$ cat src/logic/ccw_defs.svh
`ifndef CCW_DEFS_SVH
`define CCW_DEFS_SVH

// Register addresses on the special-function register port
`define CCW_ADDR_SUBC_LO   20'hF_FF90
`define CCW_ADDR_SUBC_HI   20'hF_FF91
`define CCW_ADDR_SEC       20'hF_FF92
`define CCW_ADDR_MIN       20'hF_FF93
`define CCW_ADDR_HOUR      20'hF_FF94
`define CCW_ADDR_WEEK      20'hF_FF95
`define CCW_ADDR_DAY       20'hF_FF96
`define CCW_ADDR_CTRL0     20'hF_FF9D
`define CCW_ADDR_CTRL1     20'hF_FF9E
`define CCW_ADDR_CTRL2     20'hF_FF9F

// Reset values
`define CCW_RST_SUBC       16'h0000
`define CCW_RST_SEC        8'h00
`define CCW_RST_MIN        8'h00
`define CCW_RST_HOUR12     8'h12
`define CCW_RST_HOUR24     8'h00
`define CCW_RST_DAY        8'h01
`define CCW_RST_WEEK       8'h00
`define CCW_RST_CTRL       8'h00

// Control 0 fields
`define CCW_C0_RUN         7
`define CCW_C0_CLK32K_OE   4
`define CCW_C0_FORMAT      3
`define CCW_C0_CT_LO       0

// Control 1 fields
`define CCW_C1_ALARM_EN    7
`define CCW_C1_ALARM_IE    6
`define CCW_C1_ALARM_FLAG  4
`define CCW_C1_FIXED_FLAG  3
`define CCW_C1_FRZ_STATUS  1
`define CCW_C1_FRZ_REQ     0

// Control 2 fields
`define CCW_C2_IVL_EN      7
`define CCW_C2_DIV_OE      6
`define CCW_C2_DIV_FREQ    5
`define CCW_C2_IVL_LO      0

// Counting limits and divider taps; subcounter limits in subsystem clock ticks, BCD limits as codes, taps as prescaler bits
`define CCW_SUBC_TOP       16'h7FFF
`define CCW_SUBC_HALF      16'h3FFF
`define CCW_BCD_59         8'h59
`define CCW_HOUR_23        8'h23
`define CCW_IVL_MIN_EXP    6
`define CCW_IVL_MAX_SEL    3'h6
`define CCW_DIV_512_BIT    5
`define CCW_DIV_16K_BIT    0
`define CCW_WEEK_LAST      8'h06

`endif

$ cat src/logic/ccw_pkg.sv
package ccw_pkg;
  // One byte of register or BCD counter
  typedef logic [7:0] ccw_byte_t;
  // Freeze handshake states, one-hot
  typedef enum logic [1:0] {
    CCW_RUN    = 2'b01,
    CCW_FROZEN = 2'b10
  } ccw_freeze_t;
  // Index of the buffered counter writes
  typedef enum logic [2:0] {
    CCW_W_SEC  = 3'd0,
    CCW_W_MIN  = 3'd1,
    CCW_W_HOUR = 3'd2,
    CCW_W_DAY  = 3'd3,
    CCW_W_WEEK = 3'd4
  } ccw_wsel_t;
endpackage

$ cat src/logic/ccw_calendar_core.sv
// Summary of operation
// [RULE1] Freeze request stops second-to-year counters
// [RULE2] Freeze takes effect within one subclock
// [RULE3] Carry seen while frozen applied on resume
// [RULE4] Second write discards pending frozen carry
// [RULE5] Software finishes access within one second
// [RULE6] Software writes flags as ones, full byte
// [RULE7] Fixed-cycle and alarm share one interrupt
// [RULE8] Interval period two-to-six..twelve subclocks, enabled
// [RULE9] Interval select changed only while disabled
// [RULE10] Divided pin gated, 512 Hz or 16 kHz
// [RULE11] Never enable both clock outputs together
// [RULE12] Disabled divided pin goes low quickly
// [RULE13] Subcounter counts one second, carries seconds
// [RULE14] Second write clears the subcounter
// [RULE15] Corrected limit may exceed 7FFF, reads loose
// [RULE16] Counter writes buffered, land within two ticks
// [RULE17] Written counter ignores incoming lower carry
// [RULE18] Seconds and minutes count BCD 0 to 59
// [RULE19] Twelve-hour codes with bit 5 as PM
// [RULE20] Hour resets 12H, 00H in 24-hour mode
// [RULE21] Day wraps by month length and leap
// [RULE22] Weekday advances with the day counter
// [RULE23] Freeze status flag shows freeze in effect
// [RULE24] Status flags cleared only by writing zero
// [RULE25] Weekday wraps from 6 to 0
`include "ccw_defs.svh"
module ccw_calendar_core (
  input  wire logic               ref_clk,
  input  wire logic               reset,
  input  wire logic               clk_en,
  input  wire logic               crystal_subclock,
  input  wire logic [19:0]        sfr_addr,
  input  wire logic               sfr_wr,
  input  wire ccw_pkg::ccw_byte_t sfr_wdata,
  input  wire logic [15:0]        drift_correction,
  input  wire logic [4:0]         month_bcd,
  input  wire logic               leap_year,
  input  wire logic               alarm_match,
  output logic [15:0]             sfr_rdata,
  output logic                    calendar_irq,
  output logic                    interval_irq,
  output logic                    divided_clock_pin,
  output logic                    day_carry
);
  import ccw_pkg::*;

  // Live counters and control registers
  logic [15:0] one_second_subcounter;  // Subsecond count
  ccw_byte_t   seconds_count;          // BCD seconds
  ccw_byte_t   minutes_count;          // BCD minutes
  ccw_byte_t   hours_count;            // BCD hours
  ccw_byte_t   day_of_month_count;     // BCD day
  ccw_byte_t   weekday_count;          // 0 to 6
  ccw_byte_t   alarm_wait_control;     // Control 1 writable part
  ccw_byte_t   rtc_control0;           // Run, format, fixed-cycle select
  ccw_byte_t   interval_and_divout_control;
  ccw_freeze_t freeze_state;           // Freeze handshake
  logic        carry_pending;          // Second carry held while frozen
  logic        fixed_cycle_flag;       // Sticky fixed-cycle event
  logic        alarm_match_flag;       // Sticky alarm event
  logic        hour_written;           // Hour touched since reset
  logic [4:0]  pend_valid;             // Buffered writes waiting
  ccw_byte_t   pend_data [5];          // Buffered write values
  logic [11:0] prescaler;              // Free subclock divider

  // Decoded helpers
  logic counter_freeze_request;
  logic counter_freeze_status;
  logic hour_format_select;
  logic sub_ovf, sub_half, sec_step, sec_wrap, min_wrap, hour_wrap, day_wrap;
  logic [2:0] ivl_sel;
  logic [11:0] ivl_mask;  // Prescaler bits that must all be one
  logic ivl_hit;
  logic fixed_event;      // Selected fixed-cycle source fired
  logic alarm_event;      // Alarm match while matching is on
  ccw_byte_t day_last;
  ccw_byte_t next_hour;

  // Increment of a two-digit BCD byte
  function automatic ccw_byte_t bcd_inc(input ccw_byte_t v);
    ccw_byte_t r;
    r = v;
    if (v[3:0] == 4'h9) begin
      r = {v[7:4] + 4'h1, 4'h0};
    end else begin
      r = {v[7:4], v[3:0] + 4'h1};
    end
    return r;
  endfunction

  assign counter_freeze_request = alarm_wait_control[`CCW_C1_FRZ_REQ];
  assign counter_freeze_status  = (freeze_state == CCW_FROZEN);
  assign hour_format_select     = rtc_control0[`CCW_C0_FORMAT];
  assign ivl_sel = interval_and_divout_control[`CCW_C2_IVL_LO +: 3];

  // Write strobe per buffered counter
  logic [4:0] wr_hit;
  assign wr_hit[CCW_W_SEC]  = sfr_wr && (sfr_addr == `CCW_ADDR_SEC);
  assign wr_hit[CCW_W_MIN]  = sfr_wr && (sfr_addr == `CCW_ADDR_MIN);
  assign wr_hit[CCW_W_HOUR] = sfr_wr && (sfr_addr == `CCW_ADDR_HOUR);
  assign wr_hit[CCW_W_DAY]  = sfr_wr && (sfr_addr == `CCW_ADDR_DAY);
  assign wr_hit[CCW_W_WEEK] = sfr_wr && (sfr_addr == `CCW_ADDR_WEEK);

  // Carry chain, all qualified by a subclock tick
  always_comb begin
    // [RULE15] Corrected overflow limit
    sub_ovf  = crystal_subclock && rtc_control0[`CCW_C0_RUN]
               && (one_second_subcounter >= drift_correction);
    sub_half = crystal_subclock && rtc_control0[`CCW_C0_RUN]
               && (one_second_subcounter == `CCW_SUBC_HALF);
    // [RULE3] Held carry released on resume
    sec_step = crystal_subclock && rtc_control0[`CCW_C0_RUN]
               && !counter_freeze_status && (sub_ovf || carry_pending)
               && !pend_valid[CCW_W_SEC];
    // [RULE18] Wrap at 59
    sec_wrap  = sec_step && (seconds_count == `CCW_BCD_59);
    // [RULE17] Carry into a written counter dropped
    min_wrap  = sec_wrap && !pend_valid[CCW_W_MIN]
                && (minutes_count == `CCW_BCD_59);
    hour_wrap = min_wrap && !pend_valid[CCW_W_HOUR]
                && (hour_format_select ? (hours_count == `CCW_HOUR_23)
                                       : (hours_count == 8'h31));
    // [RULE21] Month length from month and leap year
    if (month_bcd == 5'h02) begin
      day_last = leap_year ? 8'h29 : 8'h28;
    end else if (month_bcd == 5'h04 || month_bcd == 5'h06 ||
                 month_bcd == 5'h09 || month_bcd == 5'h11) begin
      day_last = 8'h30;
    end else begin
      day_last = 8'h31;
    end
    day_wrap = hour_wrap && !pend_valid[CCW_W_DAY]
               && (day_of_month_count == day_last);
    // [RULE19] Twelve-hour sequence, 11 to 32 noon, 31 to 12 midnight
    if (hour_format_select) begin
      next_hour = (hours_count == `CCW_HOUR_23) ? 8'h00 : bcd_inc(hours_count);
    end else if (hours_count == 8'h12) begin
      next_hour = 8'h01;
    end else if (hours_count == 8'h11) begin
      next_hour = 8'h32;
    end else if (hours_count == 8'h32) begin
      next_hour = 8'h21;
    end else if (hours_count == 8'h31) begin
      next_hour = 8'h12;
    end else begin
      next_hour = bcd_inc(hours_count);
    end
    // [RULE8] Codes 110 and 111 both give the longest period
    ivl_mask = ~(12'hFFF << (`CCW_IVL_MIN_EXP
                             + ((ivl_sel > `CCW_IVL_MAX_SEL) ? 3'h6 : ivl_sel)));
    ivl_hit = crystal_subclock && interval_and_divout_control[`CCW_C2_IVL_EN]
              && ((prescaler & ivl_mask) == ivl_mask);
  end

  // Freeze handshake, answered on the next subclock tick
  always_ff @(posedge ref_clk) begin
    if (reset) begin
      freeze_state <= CCW_RUN;
    end else if (clk_en && crystal_subclock) begin
      // [RULE1] Freeze follows the request
      // [RULE2] Within one subclock tick
      // [RULE23] Status reflects the freeze in effect
      freeze_state <= counter_freeze_request ? CCW_FROZEN : CCW_RUN;
    end
  end

  // Subcounter and the carry kept while frozen
  always_ff @(posedge ref_clk) begin
    if (reset) begin
      one_second_subcounter <= `CCW_RST_SUBC;
      carry_pending         <= 1'b0;
    end else if (clk_en && crystal_subclock) begin
      if (pend_valid[CCW_W_SEC]) begin
        // [RULE14] Second write restarts the second
        one_second_subcounter <= `CCW_RST_SUBC;
        // [RULE4] Pending carry discarded
        carry_pending <= 1'b0;
      end else begin
        if (sub_ovf) begin
          // [RULE13] Count to the limit, then restart
          one_second_subcounter <= `CCW_RST_SUBC;
        end else if (rtc_control0[`CCW_C0_RUN]) begin
          one_second_subcounter <= one_second_subcounter + 16'h0001;
        end
        // [RULE3] Remember the overflow while frozen
        if (sub_ovf && counter_freeze_status) begin
          carry_pending <= 1'b1;
        end else if (sec_step) begin
          carry_pending <= 1'b0;
        end
      end
    end
  end

  // Buffered writes, applied on the next subclock tick
  always_ff @(posedge ref_clk) begin
    if (reset) begin
      pend_valid <= 5'b0_0000;
      for (int i = 0; i < 5; i++) begin
        pend_data[i] <= 8'h00;
      end
    end else if (clk_en) begin
      for (int i = 0; i < 5; i++) begin
        // [RULE16] Write held until a tick, a new write wins
        if (wr_hit[i]) begin
          pend_valid[i] <= 1'b1;
          pend_data[i]  <= sfr_wdata;
        end else if (crystal_subclock) begin
          pend_valid[i] <= 1'b0;
        end
      end
    end
  end

  // Calendar counters
  always_ff @(posedge ref_clk) begin
    if (reset) begin
      seconds_count      <= `CCW_RST_SEC;
      minutes_count      <= `CCW_RST_MIN;
      hours_count        <= `CCW_RST_HOUR12;
      day_of_month_count <= `CCW_RST_DAY;
      weekday_count      <= `CCW_RST_WEEK;
      hour_written       <= 1'b0;
    end else if (clk_en) begin
      // [RULE20] 24-hour mode picked before any hour write reads 00H
      if (sfr_wr && sfr_addr == `CCW_ADDR_CTRL0 && sfr_wdata[`CCW_C0_FORMAT]
          && !hour_written && hours_count == `CCW_RST_HOUR12) begin
        hours_count <= `CCW_RST_HOUR24;
      end
      if (wr_hit[CCW_W_HOUR]) begin
        hour_written <= 1'b1;
      end
      if (crystal_subclock) begin
        // [RULE18] Seconds in BCD
        if (pend_valid[CCW_W_SEC]) begin
          seconds_count <= pend_data[CCW_W_SEC];
        end else if (sec_step) begin
          seconds_count <= sec_wrap ? 8'h00 : bcd_inc(seconds_count);
        end
        // [RULE17] Written value beats a carry
        if (pend_valid[CCW_W_MIN]) begin
          minutes_count <= pend_data[CCW_W_MIN];
        end else if (sec_wrap) begin
          minutes_count <= min_wrap ? 8'h00 : bcd_inc(minutes_count);
        end
        if (pend_valid[CCW_W_HOUR]) begin
          hours_count <= pend_data[CCW_W_HOUR];
        end else if (min_wrap) begin
          hours_count <= next_hour;
        end
        // [RULE21] Day restarts at 01
        if (pend_valid[CCW_W_DAY]) begin
          day_of_month_count <= pend_data[CCW_W_DAY];
        end else if (hour_wrap) begin
          day_of_month_count <= day_wrap ? 8'h01 : bcd_inc(day_of_month_count);
        end
        // [RULE22] Weekday follows the day
        if (pend_valid[CCW_W_WEEK]) begin
          weekday_count <= pend_data[CCW_W_WEEK];
        end else if (hour_wrap) begin
          // [RULE25] Wrap after 6
          weekday_count <= (weekday_count >= `CCW_WEEK_LAST) ? 8'h00
                                                              : weekday_count + 8'h01;
        end
      end
    end
  end

  // Control registers and sticky flags
  always_ff @(posedge ref_clk) begin
    if (reset) begin
      rtc_control0                <= `CCW_RST_CTRL;
      alarm_wait_control          <= `CCW_RST_CTRL;
      interval_and_divout_control <= `CCW_RST_CTRL;
      fixed_cycle_flag            <= 1'b0;
      alarm_match_flag            <= 1'b0;
    end else if (clk_en) begin
      if (sfr_wr && sfr_addr == `CCW_ADDR_CTRL0) begin
        rtc_control0 <= sfr_wdata & 8'hBF;
      end
      if (sfr_wr && sfr_addr == `CCW_ADDR_CTRL1) begin
        alarm_wait_control <= sfr_wdata & 8'hC1;
      end
      if (sfr_wr && sfr_addr == `CCW_ADDR_CTRL2) begin
        interval_and_divout_control <= sfr_wdata & 8'hE7;
      end
      // [RULE24] Zero clears, one is ignored, a new event wins
      if (fixed_event) begin
        fixed_cycle_flag <= 1'b1;
      end else if (sfr_wr && sfr_addr == `CCW_ADDR_CTRL1
                   && !sfr_wdata[`CCW_C1_FIXED_FLAG]) begin
        fixed_cycle_flag <= 1'b0;
      end
      if (alarm_event) begin
        alarm_match_flag <= 1'b1;
      end else if (sfr_wr && sfr_addr == `CCW_ADDR_CTRL1
                   && !sfr_wdata[`CCW_C1_ALARM_FLAG]) begin
        alarm_match_flag <= 1'b0;
      end
    end
  end

  // Fixed-cycle selection and alarm qualification
  always_comb begin
    case (rtc_control0[`CCW_C0_CT_LO +: 3])
      3'h1:    fixed_event = sub_half || sec_step;
      3'h2:    fixed_event = sec_step;
      3'h3:    fixed_event = sec_wrap;
      3'h4:    fixed_event = min_wrap;
      3'h5:    fixed_event = hour_wrap;
      3'h6:    fixed_event = day_wrap;
      3'h7:    fixed_event = day_wrap;
      default: fixed_event = 1'b0;
    endcase
    // Alarm only counts while match operation is on
    alarm_event = alarm_match && alarm_wait_control[`CCW_C1_ALARM_EN];
  end

  // Interrupt pulses, divider and pin
  always_ff @(posedge ref_clk) begin
    if (reset) begin
      prescaler         <= 12'h000;
      calendar_irq      <= 1'b0;
      interval_irq      <= 1'b0;
      divided_clock_pin <= 1'b0;
      day_carry         <= 1'b0;
    end else if (clk_en) begin
      if (crystal_subclock) begin
        prescaler <= prescaler + 12'h001;
      end
      // [RULE7] One request for both sources
      calendar_irq <= fixed_event
                      || (alarm_event && alarm_wait_control[`CCW_C1_ALARM_IE]);
      // [RULE8] Interval pulse only when enabled
      interval_irq <= ivl_hit;
      day_carry    <= clk_en && crystal_subclock && day_wrap;
      // [RULE10] Gated output, rate from the select bit
      // [RULE12] Disabled pin falls low on the next cycle
      if (interval_and_divout_control[`CCW_C2_DIV_OE]) begin
        divided_clock_pin <= interval_and_divout_control[`CCW_C2_DIV_FREQ]
                             ? prescaler[`CCW_DIV_16K_BIT]
                             : prescaler[`CCW_DIV_512_BIT];
      end else begin
        divided_clock_pin <= 1'b0;
      end
    end
  end

  // Registered read port, unmapped addresses read zero
  always_ff @(posedge ref_clk) begin
    if (reset) begin
      sfr_rdata <= 16'h0000;
    end else if (clk_en) begin
      // [RULE15] Running subcounter read as it stands
      if (sfr_addr == `CCW_ADDR_SUBC_LO) begin
        sfr_rdata <= one_second_subcounter;
      end else if (sfr_addr == `CCW_ADDR_SUBC_HI) begin
        sfr_rdata <= {8'h00, one_second_subcounter[15:8]};
      end else if (sfr_addr == `CCW_ADDR_SEC) begin
        sfr_rdata <= {8'h00, seconds_count};
      end else if (sfr_addr == `CCW_ADDR_MIN) begin
        sfr_rdata <= {8'h00, minutes_count};
      end else if (sfr_addr == `CCW_ADDR_HOUR) begin
        sfr_rdata <= {8'h00, hours_count};
      end else if (sfr_addr == `CCW_ADDR_WEEK) begin
        sfr_rdata <= {8'h00, weekday_count};
      end else if (sfr_addr == `CCW_ADDR_DAY) begin
        sfr_rdata <= {8'h00, day_of_month_count};
      end else if (sfr_addr == `CCW_ADDR_CTRL0) begin
        sfr_rdata <= {8'h00, rtc_control0};
      end else if (sfr_addr == `CCW_ADDR_CTRL1) begin
        // [RULE23] Status visible to software
        sfr_rdata <= {8'h00, alarm_wait_control[7:6], 1'b0, alarm_match_flag,
                      fixed_cycle_flag, 1'b0, counter_freeze_status,
                      counter_freeze_request};
      end else if (sfr_addr == `CCW_ADDR_CTRL2) begin
        sfr_rdata <= {8'h00, interval_and_divout_control};
      end else begin
        sfr_rdata <= 16'h0000;
      end
    end
  end

endmodule // ccw_calendar_core

$ cat config.mk
export PLATFORM = sky130hd
export DESIGN_NAME = ccw_calendar_core
export DESIGN_NICKNAME = d
export VERILOG_FILES = /design/src/logic/ccw_pkg.sv /design/src/logic/ccw_calendar_core.sv
export VERILOG_INCLUDE_DIRS = /design/src /design/src/logic
export SDC_FILE = /design/constraint.sdc
export NUM_CORES = 1
export LEC_CHECK = 0
export BUFFER_PORTS_ARGS = -buffer_cell sky130_fd_sc_hd__buf_2
export CORE_MARGIN = 4
export CORE_UTILIZATION = 55
export CTS_BUF_LIST = sky130_fd_sc_hd__clkbuf_2 sky130_fd_sc_hd__clkbuf_4 sky130_fd_sc_hd__clkbuf_8
export DETAILED_ROUTE_END_ITERATION = 10
export PLACE_DENSITY = 0.76
export SLEW_MARGIN = 20
export SYNTH_ARGS = -nofsm -noshare
export SYNTH_HDL_FRONTEND = slang
export SYNTH_SLANG_ARGS = --single-unit
$ cat constraint.sdc
create_clock -name ref_clk -period 2.63 [get_ports ref_clk]
set_input_delay 0.6575 -clock ref_clk [delete_from_list [all_inputs] [get_ports ref_clk]]
set_output_delay 0.6575 -clock ref_clk [all_outputs]
set_load 0.05 [all_outputs]
==> metrics <==
Via density 6.33; Reg-to-Reg End day_of_month_count[0]; failing checks negative setup slack; Primary FF master, synth dfxtp_1; Lkg Pwr 4.20 nW; Synth Instances 1018; Overall Power roughly 0.005 W; Fin. Hold Viols 0; Worst Hold End hour_written; most frequent cells in the layout buf_4, dfxtp_1, nand2_1; placed cell count 1380; crit end category flip-flop; Final setup viols 6; # fillers 1194; Req. time, crit path a little under 3 ns; area grow syn2layout 29.1%; die area 0.0182 mm^2; post-synthesis register bit count between 150 and 200; Worst VDD drop 0.338 mV; Reg-to-Reg Start one_second_subcounter[0]; height of the chip 135 um; total track usage between 30% and 40%; CTS tree yes; CTS Buf Count 17; Post-CTS Hold Fix Bufs 0; Crit Path Class flip-flop to flip-flop; worst hold path stage count 2; IO Pins 76; pre-CTS setup slack -0.488 ns; core area 0.0158 mm^2; Hold Crit Class flip-flop to flip-flop; Max Clock Freq about 370 MHz; Post-Synth Simple-Gate Area between 20% and 30%; Clock Tree Buf Depth 2; number of flops mapped to enable cells by yosys 40; Root Driver clkbuf_8; total grt overflow 0; min-delay src hour_written; Compound-Gate Fraction of Synth Area 22.9%; first-pass GRT wire length around 45 mm; Post-Syn Nets between 1000 and 1500; Vias 9021; final worst-path cycle share 102%; CP startpoint kind flip-flop; YS warnings 0; Clock Pin Slew Worst Setup and Hold Paths 0.08 ns; clk_lat worst skew 0.47 ns; Final ANT Viol Nets 0; Total Routed Length 29.0 mm; most common cell after layout, fill and taps aside buf_4; sequential area share after synthesis 39.6%; Final Max Tran Viols 0; Avg Cell Area, Syn 8.68 um^2; CP Max Fanout 7; placed wire-length estimate 20.8 mm; layout cells sized above 1 26.9%; WL per Instance 20.4 um; initial antenna violation count 0; Starting Density 55.8%; clock sink count 155; Power Density 438 mW/mm^2; H-tree levels 4; Core Rows 46; gpl congestion about 0.97; non-filler instance count after layout roughly 1400; length of the first detailed-routing pass in iterations 6; Rel. slew slack 37.9%; final worst setup slack -0.0491 ns; combinational family with the most area after synthesis simple AND/OR/NAND/NOR gates; largest net degree at the start of global routing roughly 110; number of global-route vias before repair about 8500; Final Skew 0.0136 ns; Max Cap Viol 0; Nets ~1300; Least-Margin Pin Slew approximately 0.93 ns; Critical Path AT 3.03 ns; DRC viols 0; diode count 0; synthesized cell area between 0.008 and 0.009 mm^2; Yosys cell types 86; adder-cell share of the synthesized area approximately 5.2%; reg2reg setup slack -0.05 ns; R2R depth 12; IO buf count 75; RSZ-0062 raised after global routing yes; proportion of synthesized area in mux cells 1.87%; minimum clock period after layout approximately 2.7 ns; outcome finished with violations; Synth Area in XOR/XNOR 1.39%; Setup TNS -0.113 ns; Initial DRC Count 1075; Synth async-reset ratio 0%; Die W 135 um
[critical path, stage by stage (launching register included)]
cell and delay, ns:
dfxtp_2 0.33, inv_2 0.07, ha_4 0.19, nand2b_4 0.13
a2111o_1 0.39, a31oi_4 0.33, buf_12 0.16, a2111oi_4 0.06
buf_4 0.19, o21ai_4 0.23, buf_12 0.15, a21oi_2 0.03
a221o_1 0.29
[area by class of cell]
class                   count  area (um^2)  area share, %
flip-flops and latches    155         3510           30.7
well taps                 216          270           2.37
inverters                  56          210           1.84
repair buffers            218         1770           15.5
multi-input cells         747         5180           45.4
clock buffers              20          256           2.25
clock inverters            12          220           1.93
[power breakdown]
group / leakage [nW] / internal [W] / switching [W]
combinational: 2.65 / 0.000127 / 0.000217
sequential: 1.31 / 0.00248 / 0.0000202
clock: 0.241 / 0.00125 / 0.000898
[synthesized netlist by cell type (6+ instances only)]
cell	instances	area [um^2]
a211oi_1	17	128
a21oi_1	97	485
a221oi_1	12	105
a22oi_1	10	75.1
a311oi_1	18	158
a31oi_1	8	50.1
a32oi_1	6	52.6
and2_1	14	87.6
and3_1	10	62.6
buf_2	9	45.0
clkbuf_1	42	158
dfxtp_1	115	2300
edfxtp_1	40	1200
ha_1	37	463
inv_1	55	206
mux2i_1	12	120
nand2_1	107	402
nand2b_1	16	100
nand3_1	55	275
nand4_1	23	144
nor2_1	68	255
nor2b_1	8	50.1
nor3_1	16	80.1
nor3b_1	8	60.1
nor4_1	7	43.8
nor4b_1	7	61.3
o211ai_1	11	82.6
o21ai_0	49	245
o31ai_1	6	45.0
or3_1	10	62.6
xnor2_1	7	61.3
xor2_1	7	61.3
[per-stage QoR]
| step | hold slack [ns] | util, % | instance area, um^2 |
|---|---|---|---|
| final | 0.453 | 72.1 | 11400 |
| after global routing | 0.465 | 72.1 | 11400 |
| after CTS | 0.451 | 70.5 | 11200 |
| after detailed placement | 0.443 | 66.8 | 10600 |
| after global placement | 0.436 | 66.8 | 10600 |
| after floorplan | 0.425 | - | 8980 |
[metal layers]
layer	track usage, %	vias up	part of all wire, %
li1	-	4167	-
met1	43.5	4308	41
met2	50.3	464	47
met3	5.74	82	8.3
met4	11.9	0	3.3
met5	0	-	0
[registers in the layout, summed over array words and instances, names as in the netlist, 3 cells and up]
register,flops
seconds_count,8
alarm_wait_control,3
sfr_rdata,16
weekday_count,8
one_second_subcounter,16
hours_count,8
prescaler,12
day_of_month_count,8
pend_data,40
rtc_control0,7
interval_and_divout_control,6
pend_valid,5
minutes_count,8
[cells by family after synthesis]
logic type,after synthesis
multiplexers,16
flip-flops,155
buffers and inverters,116
XOR/XNOR,14
AO/OA/AOI/OAI,294
AND/OR/NAND/NOR,386
adder cells (fa/ha/maj),37
[worst max-delay path by stage]
stage / startpoint / end / cells past startpoint
after floorplan: drift_correction[14] / day_of_month_count[0] / 9
after global placement: drift_correction[14] / day_of_month_count[1] / 11
after detailed placement: drift_correction[15] / seconds_count[4] / 12
after CTS: one_second_subcounter[0] / minutes_count[2] / 11
after global routing: one_second_subcounter[10] / weekday_count[6] / 12
final: one_second_subcounter[0] / day_of_month_count[0] / 12
[repair_timing]
action | 4_1_cts | 5_1_grt
endpoints found under the setup margin | 34 | 49
buffers inserted | 4 | 8
resized for setup | 12 | 32
endpoints found under the hold margin | 0 | 0
pin swaps | 8 | 22
gates cloned | 1 | 1
Power figures use the tool's default switching activity.
